<file path="config.mk">
export PLATFORM = sky130hd
export DESIGN_NAME = ems_sequencer
export DESIGN_NICKNAME = d
export VERILOG_FILES = /design/src/hdl/ems_sequencer.v
export VERILOG_INCLUDE_DIRS = /design/src /design/src/hdl
export SDC_FILE = /design/constraint.sdc
export NUM_CORES = 1
export LEC_CHECK = 0
export BUFFER_PORTS_ARGS = -buffer_cell sky130_fd_sc_hd__buf_2
export CAP_MARGIN = 20
export CORE_MARGIN = 5
export CORE_UTILIZATION = 45
export DETAILED_ROUTE_END_ITERATION = 16
export MAX_ROUTING_LAYER = met4
export PLACE_DENSITY = 0.69
export SLEW_MARGIN = 20
export SYNTH_ARGS = -nofsm -noshare
export SYNTH_HDL_FRONTEND = slang
export SYNTH_SLANG_ARGS = --single-unit
</file>
<file path="constraint.sdc">
create_clock -name clk_sys -period 16.15 [get_ports clk_sys]
set_clock_uncertainty 0.05 [all_clocks]
set_input_delay 2.4225 -clock clk_sys [delete_from_list [all_inputs] [get_ports clk_sys]]
set_output_delay 2.4225 -clock clk_sys [all_outputs]
set_load 0.01 [all_outputs]
</file>
<file path="src/hdl/ems_map.vh">
`ifndef EMS_MAP_VH
`define EMS_MAP_VH
`define EMS_ADDR_SOFTRST 8'h00
`define EMS_ADDR_CTRL_HUM 8'h04
`define EMS_ADDR_STATUS 8'h08
`define EMS_ADDR_CTRL_MEAS 8'h0C
`define EMS_ADDR_CONFIG 8'h10
`define EMS_ADDR_TEMP 8'h14
`define EMS_ADDR_PRES 8'h18
`define EMS_ADDR_HUM 8'h1C
`define EMS_ADDR_ADC_T 8'h20
`define EMS_ADDR_ADC_P 8'h24
`define EMS_ADDR_ADC_H 8'h28
`define EMS_ADDR_CHIP_ID 8'h2C
`define EMS_SOFTRST_KEY 8'hB6
`define EMS_MODE_SLEEP 2'h0
`define EMS_MODE_NORMAL 2'h3
`define EMS_MEAS_MODE_LSB 0
`define EMS_MEAS_OSP_LSB 2
`define EMS_MEAS_OST_LSB 5
`define EMS_CFG_FILT_LSB 2
`define EMS_CFG_SB_LSB 5
`define EMS_SKIP_VALUE 20'h80000
`define EMS_HUM_SKIP 16'h8000
`define EMS_CONV_US 100
`define EMS_CLK_MHZ 20
`define EMS_RESP_OKAY 2'h0
`define EMS_RESP_SLVERR 2'h2
`endif

</file>
<file path="src/hdl/ems_sequencer.v">
// Operation
// - Power-on reset clears logic and registers
// - After any reset, sleep with no activity
// - Soft reset command acts as power-on reset; here the AXI port and ADC synchronisers keep their state
// - Two-bit mode selects sleep, forced, normal
// - Sleep measures nothing, registers stay accessible
// - Mode change waits for measurement end
// - Pending change discards mode, humidity writes
// - Forced runs one measurement then sleeps
// - Normal alternates measurement and standby periods
// - Three-bit field sets standby 0.5-1000 ms
// - Data registers hold latest completed results
// - Temperature, pressure, humidity conversions each period
// - Filter only pressure, temperature; humidity bypasses
// - Humidity field enables, oversamples; 16-bit result
// - Pressure width 20 filtered, else 16+osrs-1
// - Temperature width 20 filtered, else 16+osrs-1
// - Filter: (old*(c-1)+new)/c, c in 1..16
// - Filter result updates state and output
// - Filter write resets; next sample loads state
// - Skipped conversion reads 0x80000, state kept
// - Re-enabled conversion resumes retained state
//
// Our own choices: the AXI4-Lite register port and the register offsets.
`timescale 1ns/1ps
`include "ems_map.vh"
module ems_sequencer #(
  parameter SB_SCALE = 1
) (
  input wire clk_sys,
  input wire reset_n,
  input wire [19:0] adc_temp,
  input wire [19:0] adc_pres,
  input wire [15:0] adc_hum,
  output wire measuring,
  input wire [7:0] s_axi_awaddr,
  input wire s_axi_awvalid,
  output wire s_axi_awready,
  input wire [31:0] s_axi_wdata,
  input wire [3:0] s_axi_wstrb,
  input wire s_axi_wvalid,
  output wire s_axi_wready,
  output reg [1:0] s_axi_bresp,
  output reg s_axi_bvalid,
  input wire s_axi_bready,
  input wire [7:0] s_axi_araddr,
  input wire s_axi_arvalid,
  output wire s_axi_arready,
  output reg [31:0] s_axi_rdata,
  output reg [1:0] s_axi_rresp,
  output reg s_axi_rvalid,
  input wire s_axi_rready
);
  localparam [7:0] CHIP_ID = 8'h5A; // Arbitrary value
  localparam [31:0] CONV_CYC = `EMS_CONV_US * `EMS_CLK_MHZ;
  localparam [1:0] ST_IDLE = 2'h0;
  localparam [1:0] ST_CONV = 2'h1;
  localparam [1:0] ST_FILT = 2'h2;
  localparam [1:0] ST_WAIT = 2'h3;

  // Standby in cycles; 0.5 ms to 1000 ms at 20 MHz, scaled for simulation
  function [31:0] sb_cycles;
    input [2:0] sel;
    begin
      case (sel)
        3'h0: sb_cycles = 32'd10000;
        3'h1: sb_cycles = 32'd1250000;
        3'h2: sb_cycles = 32'd2500000;
        3'h3: sb_cycles = 32'd5000000;
        3'h4: sb_cycles = 32'd10000000;
        3'h5: sb_cycles = 32'd20000000;
        3'h6: sb_cycles = 32'd200000;
        default: sb_cycles = 32'd400000;
      endcase
      sb_cycles = sb_cycles / SB_SCALE;
      if (sb_cycles == 32'd0) sb_cycles = 32'd1;
    end
  endfunction

  // Oversampling multiplier; 0 means skipped
  function [4:0] os_mult;
    input [2:0] os;
    begin
      case (os)
        3'h0: os_mult = 5'd0;
        3'h1: os_mult = 5'd1;
        3'h2: os_mult = 5'd2;
        3'h3: os_mult = 5'd4;
        3'h4: os_mult = 5'd8;
        default: os_mult = 5'd16;
      endcase
    end
  endfunction

  // Filter: (old*(c-1)+new)/c, c = 2^k, truncating
  function [19:0] iir;
    input [19:0] old;
    input [19:0] smp;
    input [2:0] k;
    reg [24:0] acc;
    reg [24:0] quo;
    begin
      acc = ({5'd0, old} << k) - {5'd0, old} + {5'd0, smp};
      quo = acc >> k;
      iir = quo[19:0];
    end
  endfunction

  // Unfiltered width 16+osrs-1: drop unused low bits
  function [19:0] trunc_res;
    input [19:0] v;
    input [2:0] os;
    reg [19:0] m;
    begin
      m = 20'hFFFFF;
      if (os < 3'h5) m = 20'hFFFFF << (3'h5 - os);
      trunc_res = v & m;
    end
  endfunction

  reg [2:0] ctrl_hum;
  reg [2:0] hum_active;
  reg [7:0] ctrl_meas;
  reg [7:0] pend_meas;
  reg pending;
  reg [7:0] config_reg;
  reg [19:0] temp_out;
  reg [19:0] pres_out;
  reg [15:0] hum_out;
  reg [19:0] filt_t;
  reg [19:0] filt_p;
  reg filt_init_t;
  reg filt_init_p;
  reg [1:0] state;
  reg [31:0] count;
  reg [1:0] run_mode;
  reg soft_rst;
  reg [19:0] adc_t_s1;
  reg [19:0] adc_t_s2;
  reg [19:0] adc_p_s1;
  reg [19:0] adc_p_s2;
  reg [15:0] adc_h_s1;
  reg [15:0] adc_h_s2;
  reg aw_held;
  reg [7:0] aw_addr;
  reg w_held;
  reg [31:0] w_data;
  reg [3:0] w_strb;

  wire [2:0] os_t = ctrl_meas[`EMS_MEAS_OST_LSB +: 3];
  wire [2:0] os_p = ctrl_meas[`EMS_MEAS_OSP_LSB +: 3];
  wire [2:0] filt_k = config_reg[`EMS_CFG_FILT_LSB +: 3] > 3'h4 ?
    3'h4 : config_reg[`EMS_CFG_FILT_LSB +: 3];
  wire [2:0] sb_sel = config_reg[`EMS_CFG_SB_LSB +: 3];
  wire busy = (state == ST_CONV) || (state == ST_FILT);
  wire [31:0] conv_len = CONV_CYC * (1 + {27'd0, os_mult(os_t)} +
    {27'd0, os_mult(os_p)} + {27'd0, os_mult(hum_active)});
  assign measuring = busy;
  assign s_axi_awready = !aw_held && !s_axi_bvalid;
  assign s_axi_wready = !w_held && !s_axi_bvalid;
  assign s_axi_arready = !s_axi_rvalid;
  wire aw_ok = aw_held || (s_axi_awvalid && s_axi_awready);
  wire w_ok = w_held || (s_axi_wvalid && s_axi_wready);
  wire [7:0] wa = aw_held ? aw_addr : s_axi_awaddr;
  wire [31:0] wd = w_held ? w_data : s_axi_wdata;
  wire [3:0] ws = w_held ? w_strb : s_axi_wstrb;
  wire wr_go = aw_ok && w_ok && !s_axi_bvalid;
  wire wr_b0 = wr_go && ws[0];
  wire wr_map = wa == `EMS_ADDR_SOFTRST || wa == `EMS_ADDR_CTRL_HUM ||
    wa == `EMS_ADDR_CTRL_MEAS || wa == `EMS_ADDR_CONFIG;

  always @(posedge clk_sys or negedge reset_n) begin
    if (!reset_n) begin
      aw_held <= 1'b0;
      w_held <= 1'b0;
      aw_addr <= 8'h00;
      w_data <= 32'h00000000;
      w_strb <= 4'h0;
      s_axi_bvalid <= 1'b0;
      s_axi_bresp <= `EMS_RESP_OKAY;
    end else begin
      if (s_axi_awvalid && s_axi_awready) begin
        aw_held <= 1'b1;
        aw_addr <= s_axi_awaddr;
      end
      if (s_axi_wvalid && s_axi_wready) begin
        w_held <= 1'b1;
        w_data <= s_axi_wdata;
        w_strb <= s_axi_wstrb;
      end
      if (wr_go) begin
        aw_held <= 1'b0;
        w_held <= 1'b0;
        s_axi_bvalid <= 1'b1;
        s_axi_bresp <= wr_map ? `EMS_RESP_OKAY : `EMS_RESP_SLVERR;
      end else if (s_axi_bready) begin
        s_axi_bvalid <= 1'b0;
      end
    end
  end
  reg [31:0] next_rdata;
  always @* begin
    next_rdata = 32'h00000000;
    if (s_axi_araddr == `EMS_ADDR_CTRL_HUM) begin
      next_rdata = {29'd0, ctrl_hum};
    end else if (s_axi_araddr == `EMS_ADDR_STATUS) begin
      next_rdata = {28'd0, busy, 2'd0, pending};
    end else if (s_axi_araddr == `EMS_ADDR_CTRL_MEAS) begin
      next_rdata = {24'd0, ctrl_meas};
    end else if (s_axi_araddr == `EMS_ADDR_CONFIG) begin
      next_rdata = {24'd0, config_reg};
    end else if (s_axi_araddr == `EMS_ADDR_TEMP) begin
      next_rdata = {12'd0, temp_out};
    end else if (s_axi_araddr == `EMS_ADDR_PRES) begin
      next_rdata = {12'd0, pres_out};
    end else if (s_axi_araddr == `EMS_ADDR_HUM) begin
      next_rdata = {16'd0, hum_out};
    end else if (s_axi_araddr == `EMS_ADDR_CHIP_ID) begin
      next_rdata = {24'd0, CHIP_ID};
    end
  end
  wire rd_map = s_axi_araddr == `EMS_ADDR_CTRL_HUM ||
    s_axi_araddr == `EMS_ADDR_STATUS || s_axi_araddr == `EMS_ADDR_SOFTRST ||
    s_axi_araddr == `EMS_ADDR_CTRL_MEAS ||
    s_axi_araddr == `EMS_ADDR_CONFIG || s_axi_araddr == `EMS_ADDR_TEMP ||
    s_axi_araddr == `EMS_ADDR_PRES || s_axi_araddr == `EMS_ADDR_HUM ||
    s_axi_araddr == `EMS_ADDR_CHIP_ID;
  always @(posedge clk_sys or negedge reset_n) begin
    if (!reset_n) begin
      s_axi_rvalid <= 1'b0;
      s_axi_rdata <= 32'h00000000;
      s_axi_rresp <= `EMS_RESP_OKAY;
    end else if (s_axi_arvalid && s_axi_arready) begin
      s_axi_rvalid <= 1'b1;
      s_axi_rdata <= next_rdata;
      s_axi_rresp <= rd_map ? `EMS_RESP_OKAY : `EMS_RESP_SLVERR;
    end else if (s_axi_rready) begin
      s_axi_rvalid <= 1'b0;
    end
  end
  // ADC values come from the analog side: two-stage synchronisers
  always @(posedge clk_sys or negedge reset_n) begin
    if (!reset_n) begin
      adc_t_s1 <= 20'h00000;
      adc_t_s2 <= 20'h00000;
      adc_p_s1 <= 20'h00000;
      adc_p_s2 <= 20'h00000;
      adc_h_s1 <= 16'h0000;
      adc_h_s2 <= 16'h0000;
    end else begin
      adc_t_s1 <= adc_temp;
      adc_t_s2 <= adc_t_s1;
      adc_p_s1 <= adc_pres;
      adc_p_s2 <= adc_p_s1;
      adc_h_s1 <= adc_hum;
      adc_h_s2 <= adc_h_s1;
    end
  end

  wire mode_wr = wr_b0 && wa == `EMS_ADDR_CTRL_MEAS;
  wire [1:0] new_mode = wd[`EMS_MEAS_MODE_LSB +: 2];
  // A write in the filter cycle with no change pending is taken at once, never left pending
  wire [7:0] pend_src = pending ? pend_meas : wd[7:0];
  // Soft reset is registered so sequencer registers clear one cycle later; AXI port and synchronisers keep state
  always @(posedge clk_sys or negedge reset_n) begin
    if (!reset_n) begin
      soft_rst <= 1'b0;
    end else begin
      soft_rst <= wr_b0 && wa == `EMS_ADDR_SOFTRST &&
        wd[7:0] == `EMS_SOFTRST_KEY;
    end
  end

  always @(posedge clk_sys or negedge reset_n) begin
    if (!reset_n) begin
      ctrl_hum <= 3'h0;
      hum_active <= 3'h0;
      ctrl_meas <= 8'h00;
      pend_meas <= 8'h00;
      pending <= 1'b0;
      config_reg <= 8'h00;
      temp_out <= `EMS_SKIP_VALUE;
      pres_out <= `EMS_SKIP_VALUE;
      hum_out <= `EMS_HUM_SKIP;
      filt_t <= 20'h00000;
      filt_p <= 20'h00000;
      filt_init_t <= 1'b1;
      filt_init_p <= 1'b1;
      state <= ST_IDLE;
      count <= 32'd0;
      run_mode <= `EMS_MODE_SLEEP;
    end else if (soft_rst) begin
      ctrl_hum <= 3'h0;
      hum_active <= 3'h0;
      ctrl_meas <= 8'h00;
      pend_meas <= 8'h00;
      pending <= 1'b0;
      config_reg <= 8'h00;
      temp_out <= `EMS_SKIP_VALUE;
      pres_out <= `EMS_SKIP_VALUE;
      hum_out <= `EMS_HUM_SKIP;
      filt_t <= 20'h00000;
      filt_p <= 20'h00000;
      filt_init_t <= 1'b1;
      filt_init_p <= 1'b1;
      state <= ST_IDLE;
      count <= 32'd0;
      run_mode <= `EMS_MODE_SLEEP;
    end else begin
      if (wr_b0 && wa == `EMS_ADDR_CTRL_HUM && !pending) begin
        ctrl_hum <= wd[2:0];
      end
      if (mode_wr && !pending) begin
        if (busy) begin
          pending <= 1'b1;
          pend_meas <= wd[7:0];
        end else begin
          ctrl_meas <= wd[7:0];
          run_mode <= new_mode;
          count <= 32'd0;
          state <= (new_mode == `EMS_MODE_SLEEP) ? ST_IDLE : ST_CONV;
          hum_active <= ctrl_hum;
        end
      end
      case (state)
        ST_CONV: begin
          count <= count + 32'd1;
          if (count + 32'd1 >= conv_len) begin
            state <= ST_FILT;
          end
        end
        ST_FILT: begin
          count <= 32'd0;
          if (os_t == 3'h0) begin
            temp_out <= `EMS_SKIP_VALUE;
          end else if (filt_k == 3'h0) begin
            temp_out <= trunc_res(adc_t_s2, os_t);
          end else if (filt_init_t) begin
            filt_t <= adc_t_s2;
            temp_out <= adc_t_s2;
            filt_init_t <= 1'b0;
          end else begin
            filt_t <= iir(filt_t, adc_t_s2, filt_k);
            temp_out <= iir(filt_t, adc_t_s2, filt_k);
          end
          if (os_p == 3'h0) begin
            pres_out <= `EMS_SKIP_VALUE;
          end else if (filt_k == 3'h0) begin
            pres_out <= trunc_res(adc_p_s2, os_p);
          end else if (filt_init_p) begin
            filt_p <= adc_p_s2;
            pres_out <= adc_p_s2;
            filt_init_p <= 1'b0;
          end else begin
            filt_p <= iir(filt_p, adc_p_s2, filt_k);
            pres_out <= iir(filt_p, adc_p_s2, filt_k);
          end
          hum_out <= (hum_active == 3'h0) ? `EMS_HUM_SKIP :
            adc_h_s2;
          if (pending || mode_wr) begin
            pending <= 1'b0;
            ctrl_meas <= pend_src;
            run_mode <= pend_src[`EMS_MEAS_MODE_LSB +: 2];
            hum_active <= ctrl_hum;
            if (pend_src[`EMS_MEAS_MODE_LSB +: 2] == `EMS_MODE_SLEEP) begin
              state <= ST_IDLE;
            end else if (pend_src[`EMS_MEAS_MODE_LSB +: 2] ==
                `EMS_MODE_NORMAL) begin
              state <= ST_WAIT;
            end else begin
              state <= ST_CONV;
            end
          end else if (run_mode == `EMS_MODE_NORMAL) begin
            state <= ST_WAIT;
          end else begin
            state <= ST_IDLE;
            ctrl_meas[`EMS_MEAS_MODE_LSB +: 2] <= `EMS_MODE_SLEEP;
            run_mode <= `EMS_MODE_SLEEP;
          end
        end
        ST_WAIT: begin
          count <= mode_wr ? 32'd0 : count + 32'd1;
          if (count + 32'd1 >= sb_cycles(sb_sel) && !mode_wr) begin
            count <= 32'd0;
            state <= ST_CONV;
            hum_active <= ctrl_hum;
          end
        end
      endcase
      if (wr_b0 && wa == `EMS_ADDR_CONFIG) begin
        config_reg <= wd[7:0];
        filt_init_t <= 1'b1;
        filt_init_p <= 1'b1;
      end
    end
  end
endmodule // ems_sequencer

</file>
## Yosys cells after proc, flatten, opt, wreduce, memory -nomap -nowiden

Cells that the tools add are included.

- Add/subtract/negate cells: 10
- Multiply operators: 1
- Magnitude comparators: 5
- Equality and inequality tests: 42
- Shift operators: 6
- Multiplexer cells: 120
- Bitwise logic cells: 2
- Reduce and logical (&&, ||, !) cells: 64

Operator list:

| kind | number |
|---|---|
| $mux 20 | 34 |
| $mux 32 | 10 |
| $pmux 25 s7 | 1 |
| $mux 8 | 12 |
| $pmux 32 s3 | 1 |
| $pmux 5 s5 | 3 |
| $mux 16 | 4 |
| $add 25x20->25 | 2 |
| $shl 20x3->25 | 2 |
| $shr 25x3->20 | 2 |
| $sub 25x20->25 | 2 |
| $and 20x20->20 | 2 |
| $eq 8x5->1 const B | 5 |
| $shl 20x3->20 const A | 2 |
| $mux 2 | 19 |
| $add 32x1->32 const B | 1 |
| $ge 32x19->1 | 1 |
| $ge 32x32->1 | 1 |
| $logic_not 32->1 | 1 |
| $eq 3x2->1 const B | 8 |
| $eq 8x4->1 const B | 3 |
| $mux 1 | 24 |
| $mux 3 | 8 |
| $eq 3x3->1 const B | 6 |
| other kinds (31) | 96 |

- Register bits: 335
- Input bits: 115
- Output and inout port bits: 42
- Word-level logic and storage cells: 283

## Logic depth before layout (Yosys ltp)

- Word-level depth: 14
- Gate-level depth with buffers: 33
- Gate-level depth less buffers: 32

## Least setup slack after synthesis

Ideal clock, no wire load.

- Kind: register to register
- Start point: reg hum_active[0]
- End point: reg state[1]
- Arrival time: 7.422 ns
- Path slack: 8.560 ns
- Stages on the path, launching flop included: 32
- Path buffers: 0
- Period minus slack after synthesis: 7.590 ns
- Cell sequence: dfrtp_1 > or3b_2 > fa_1 > inv_1 > ha_1 > a21o_1 > a21oi_1 > o21bai_1 > a21oi_1 > xnor2_1 > inv_1 > ha_1 > inv_1 > fa_1 > fa_1 > inv_1 > ha_1 > ha_1 > a21boi_0 > o21ai_0 > a21oi_1 > o21a_1 > o21ai_0 > a21oi_1 > a2111oi_0 > ha_1 > a21o_1 > a21oi_1 > nand4b_1 > or4_1 > o2bb2ai_1 > a21o_1

- Cells in the longest elaborated chain, start to end: 8
- Elaborated cells on any way between the ends: 12
- Those cells by class: add/sub: 1; mul: 1; order compare: 1; eq/ne: 4; mux: 4; reduce/logical: 1

RTL lines:

| element | RTL line | RTL |
|---|---|---|
| start: declaration | ems_sequencer.v:122 | `reg [2:0] hum_active;` |
| start signal: assignment | ems_sequencer.v:322 | `hum_active <= ctrl_hum;` |
| start signal: assignment | ems_sequencer.v:364 | `hum_active <= ctrl_hum;` |
| start signal: assignment | ems_sequencer.v:386 | `hum_active <= ctrl_hum;` |
| $eq 3x3->1 (tied with other cells) | ems_sequencer.v:84 | `case (os)` |
| $pmux 5 s5 (*) | ems_sequencer.v:84 |  |
| $add 7x5->8 (*) | ems_sequencer.v:157 | `{27'd0, os_mult(os_p)} + {27'd0, os_mult(hum_active)});` |
| $mul 7x8->15 (*) | ems_sequencer.v:156 | `wire [31:0] conv_len = CONV_CYC * (1 + {27'd0, os_mult(os_t)} +` |
| $ge 32x19->1 (*) | ems_sequencer.v:328 | `if (count + 32'd1 >= conv_len) begin` |
| $mux 2 (*) | ems_sequencer.v:328 |  |
| $pmux 2 s3 (*) | ems_sequencer.v:325 | `case (state)` |
| $mux 2 (*) | ems_sequencer.v:292 | `end else if (soft_rst) begin` |
| end signal: assignment | ems_sequencer.v:321 | `` state <= (new_mode == `EMS_MODE_SLEEP) ? ST_IDLE : ST_CONV; `` |
| end: declaration | ems_sequencer.v:134 | `reg [1:0] state;` |

Every way passes the cells marked *; elsewhere a longest branch is shown, timed or not.
A chain may end at the register's enable or synchronous reset.

## Worst setup path in the final report

- Start point: reg ctrl_meas[4]
- End point: reg state[1]

- Cells in the longest elaborated chain, start to end: 9
- Elaborated cells on any way between the ends: 13
- Those cells by class: add/sub: 2; mul: 1; order compare: 1; eq/ne: 4; mux: 4; reduce/logical: 1

RTL lines:

| element | RTL line | RTL |
|---|---|---|
| start: declaration | ems_sequencer.v:123 | `reg [7:0] ctrl_meas;` |
| start signal: assignment | ems_sequencer.v:318 | `ctrl_meas <= wd[7:0];` |
| start signal: assignment | ems_sequencer.v:362 | `ctrl_meas <= pend_src;` |
| start signal: indexed assignment | ems_sequencer.v:377 | `` ctrl_meas[`EMS_MEAS_MODE_LSB +: 2] <= `EMS_MODE_SLEEP; `` |
| $eq 3x3->1 (tied with other cells) | ems_sequencer.v:84 |  |
| $pmux 5 s5 (*) | ems_sequencer.v:84 |  |
| $add 6x5->7 (*) | ems_sequencer.v:156 |  |
| $add 7x5->8 (*) | ems_sequencer.v:157 |  |
| $mul 7x8->15 (*) | ems_sequencer.v:156 |  |
| $ge 32x19->1 (*) | ems_sequencer.v:328 |  |
| $mux 2 (*) | ems_sequencer.v:328 |  |
| $pmux 2 s3 (*) | ems_sequencer.v:325 |  |
| $mux 2 (*) | ems_sequencer.v:292 |  |

Marks and branches as above.

==> run_results.csv <==
group,metric,value,unit
place,routability_congestion_estimate,0.972,
outcome,status,"finished, final reports clean",
critical_path,critPathMaxStageDelay,0.55,ns
floorplanning,num_rows,82,
timing,max_freq,117,MHz
clock_tree,postCtsHoldBufs,0,
yosys,synthTopCellsByCount,"316 x sky130_fd_sc_hd__dfrtp_1, 295 x sky130_fd_sc_hd__nand2_1, 199 x sky130_fd_sc_hd__o21ai_0",
grt,first_global_vias,19600,
layout,antenna-diode-count,0,
clock_tree,post_cts.resized_instances,0,
place,placement.io_buffers,115,
yosys,synth_compound_area_frac,0.228,
route,drt-vias-per-instance,6.08,
yosys,synthSimpleGateAreaFrac,0.148,
layout,ff_latch_area,8040,µm²
timing,finalCritPeriodShare,0.531,
layout,fin_area,25000,µm²
yosys,synth_cell_types,94,
yosys,synth_flop_cell,"sky130_fd_sc_hd__dfrtp_1",
critical_path,critical_path.max_fanout,10,
yosys,yosysMostFrequentCell,"sky130_fd_sc_hd__dfrtp_1",
floorplanning,horizontal_die_dimension,235,µm
pwr,p_per_area,137,nW/µm²
critical_path,cp_data_required_time,16.55,ns
pwr,vdd_drop_max,0.0879,mV
yosys,synthDominantCellAreaShare,0.348,
clock_tree,tritoncts_num_sinks,321,
route,routed_wl,67500,µm
layout,post_route_cells_drive_above_1_share,0.120,
clock_tree,max-clock-path-buffers,3,
route,detail-route-antenna-nets,0,
critical_path,path_class,"register to register",
layout,multi_input_area,13500,µm²
timing,maxSlewViolCount,0,
layout,layout-area-overhead-vs-synth,9.88,%
grt,antenna_found_initial,0,
timing,timing.final.setup_violations,0,
yosys,post_synth_mux_area_share,0.0534,
timing,actual_slew_at_the_worst_max_slew_pin,1.06,ns
floorplanning,num_io_pins,157,
yosys,adder_cell_share_of_the_synthesized_area,0.128,
floorplanning,core-area,50100,µm²
yosys,synth_sequential_area_ratio,0.354,
yosys,largest_family_of_logic_cells_by_synthesized_area,"compound AO/OA/AOI/OAI gates",
route,routed-via-count,19700,
clock_tree,clk-insertion-delay-late,0.57,ns
yosys,synthXorXnorAreaFrac,0.0331,
route,route.detailed.drc,0,
timing,timing.final.hold_violations,0,
route,dr.pass1.iters,6,
pwr,power,0.00342,W
yosys,synth-seq-cells,321,
yosys,synth.avg_cell_area,9.05,µm²
clock_tree,tritoncts,"built",
floorplanning,initial_utilization,0.454,
grt,global_route_wire_length_before_repair,108000,µm
yosys,synth.largest_area_cell,"sky130_fd_sc_hd__dfrtp_1",
place,placedInstanceArea,23700,µm²
layout,final_nets,2857,
layout,largest_reg_flops,32,
place,detailed_place_hpwl,49700,µm
layout,registers.top_by_ff_count,"count",
critical_path,critPathLaunchType,"register",
grt,gr-total-overflow,0,
layout,final.fill_count,4669,
yosys,synth-edff-count,0,
timing,timing.max_slew.rel_slack,0.289,
clock_tree,post-cts-setup-buffer-count,0,
yosys,synth-async-reset-ratio,1.00,
pwr,power_leakage,11.5,nW
yosys,syn-instance-count,2512,
yosys,synth.top_cells.by_area,"sky130_fd_sc_hd__dfrtp_1 35%, sky130_fd_sc_hd__ha_1 7.7%, sky130_fd_sc_hd__fa_1 5.1%, sky130_fd_sc_hd__nand2_1 4.9%, sky130_fd_sc_hd__o21ai_0 4.4%",
min_path,hp-class,"register to register",
yosys,synth.cell_area,22700,µm²
grt,grt_start_max_net_pins,137,
timing,grt_setup_unrepaired,"false",
clock_tree,clkSlewWorstSetupHoldPaths,0.06,ns
flow_run,number_of_maximum_capacitance_constraint_violations,0,
critical_path,timing.critical_path.to_type,"register",
timing,fin_crit,8.57,ns
grt,globalRouteTotalUtil,0.245,
clock_tree,h_tree_levels,2,
floorplanning,die-area,55100,µm²
clock_tree,cts-buffers-inserted,39,
floorplanning,die_h,235,µm
route,routedWlPerCell,20.8,µm
critical_path,crit_path_top_delay_cell,"sky130_fd_sc_hd__dfrtp_1",
yosys,ys.warnings.count,0,
critical_path,timing.critical_path.arrival,8.97,ns
timing,fin_tns_setup,0,ns
route,drtIter0Drc,2125,
clock_tree,clock_tree.root_cell,"sky130_fd_sc_hd__clkbuf_16",
## stage by stage
stage / setup WS, ns / util / std cells / hold slack, ns
floorplan: 8.56 / - / 2525 / 0.281
global placement: 7.68 / 0.474 / 3175 / 0.282
global route: 7.09 / 0.499 / 3245 / 0.303
finish: 7.58 / 0.499 / 3245 / 0.293
detailed placement: 7.62 / 0.474 / 3175 / 0.285
CTS: 7.56 / 0.499 / 3245 / 0.297
## cell type report
class	count	area share
flip-flops and latches	321	0.322
well taps	672	0.0337
clock buffers	55	0.0447
repair buffers	141	0.0318
inverters	144	0.0216
clock inverters	15	0.00531
multi-input cells	1897	0.541
## critical path: cells and delay by family (launching register included)
kind	cells	cell delay [ns]
adder cells (fa/ha/maj)	8	3.11
AO/OA/AOI/OAI	15	2.96
AND/OR/NAND/NOR	3	0.81
buffers and inverters	5	0.63
flip-flops	1	0.55
XOR/XNOR	1	0.36
## power breakdown
group	switching [W]	internal (W)	total, W
clock network	0.000363	0.000502	0.000865
logic	0.000983	0.000624	0.00161
registers	0.0000790	0.000867	0.000946
## logic make-up after synthesis
group | count (synthesis)
AO/OA/AOI/OAI | 768
XOR/XNOR | 86
adder cells (fa/ha/maj) | 198
buffers and inverters | 307
flip-flops | 321
multiplexers | 97
other | 1
AND/OR/NAND/NOR | 734
## cell usage in the layout, fill, tap and decap left out, drive strengths merged, types with 21 or more instances in the layout
cell,synthesis,routed
a21oi,142,142
fa,58,58
a22oi,21,21
xor2,34,34
buf,48,141
a31oi,23,23
mux2,33,33
a211oi,47,47
nor3,39,39
nand3,79,79
ha,140,140
nor2,170,170
o31ai,22,22
xnor2,52,52
nand2,295,295
a21o,51,51
dfrtp,316,316
inv,142,146
mux2i,48,48
o211ai,46,46
o21ai,209,209
clkbuf,115,55
a22o,30,30
## metal layers
metal	vias to the layer above	GRT usage	wire (µm)
li1	9118	-	-
met1	9650	0.311	27700
met2	749	0.402	32700
met3	205	0.0307	4040
met4	0	0.101	3070
met5	-	-	0
## final timing paths
| kind | slack [ns] | depth (start not counted) | end | startpoint |
|---|---|---|---|---|
| worst max-delay path | 7.58 | 32 | state[1] | ctrl_meas[4] |
| worst max register to register | 7.58 | 32 | state[1] | ctrl_meas[4] |
| max in group asynchronous | 12.24 | 3 | adc_t_s1[8] | reset_n |
| worst min-delay path | 0.29 | 0 | adc_p_s2[14] | adc_p_s1[14] |
| worst min register to register | 0.29 | 0 | adc_p_s2[14] | adc_p_s1[14] |
| min in group asynchronous | 1.78 | 1 | count[31] | reset_n |
No activity file was read; power rests on OpenSTA's default activity.
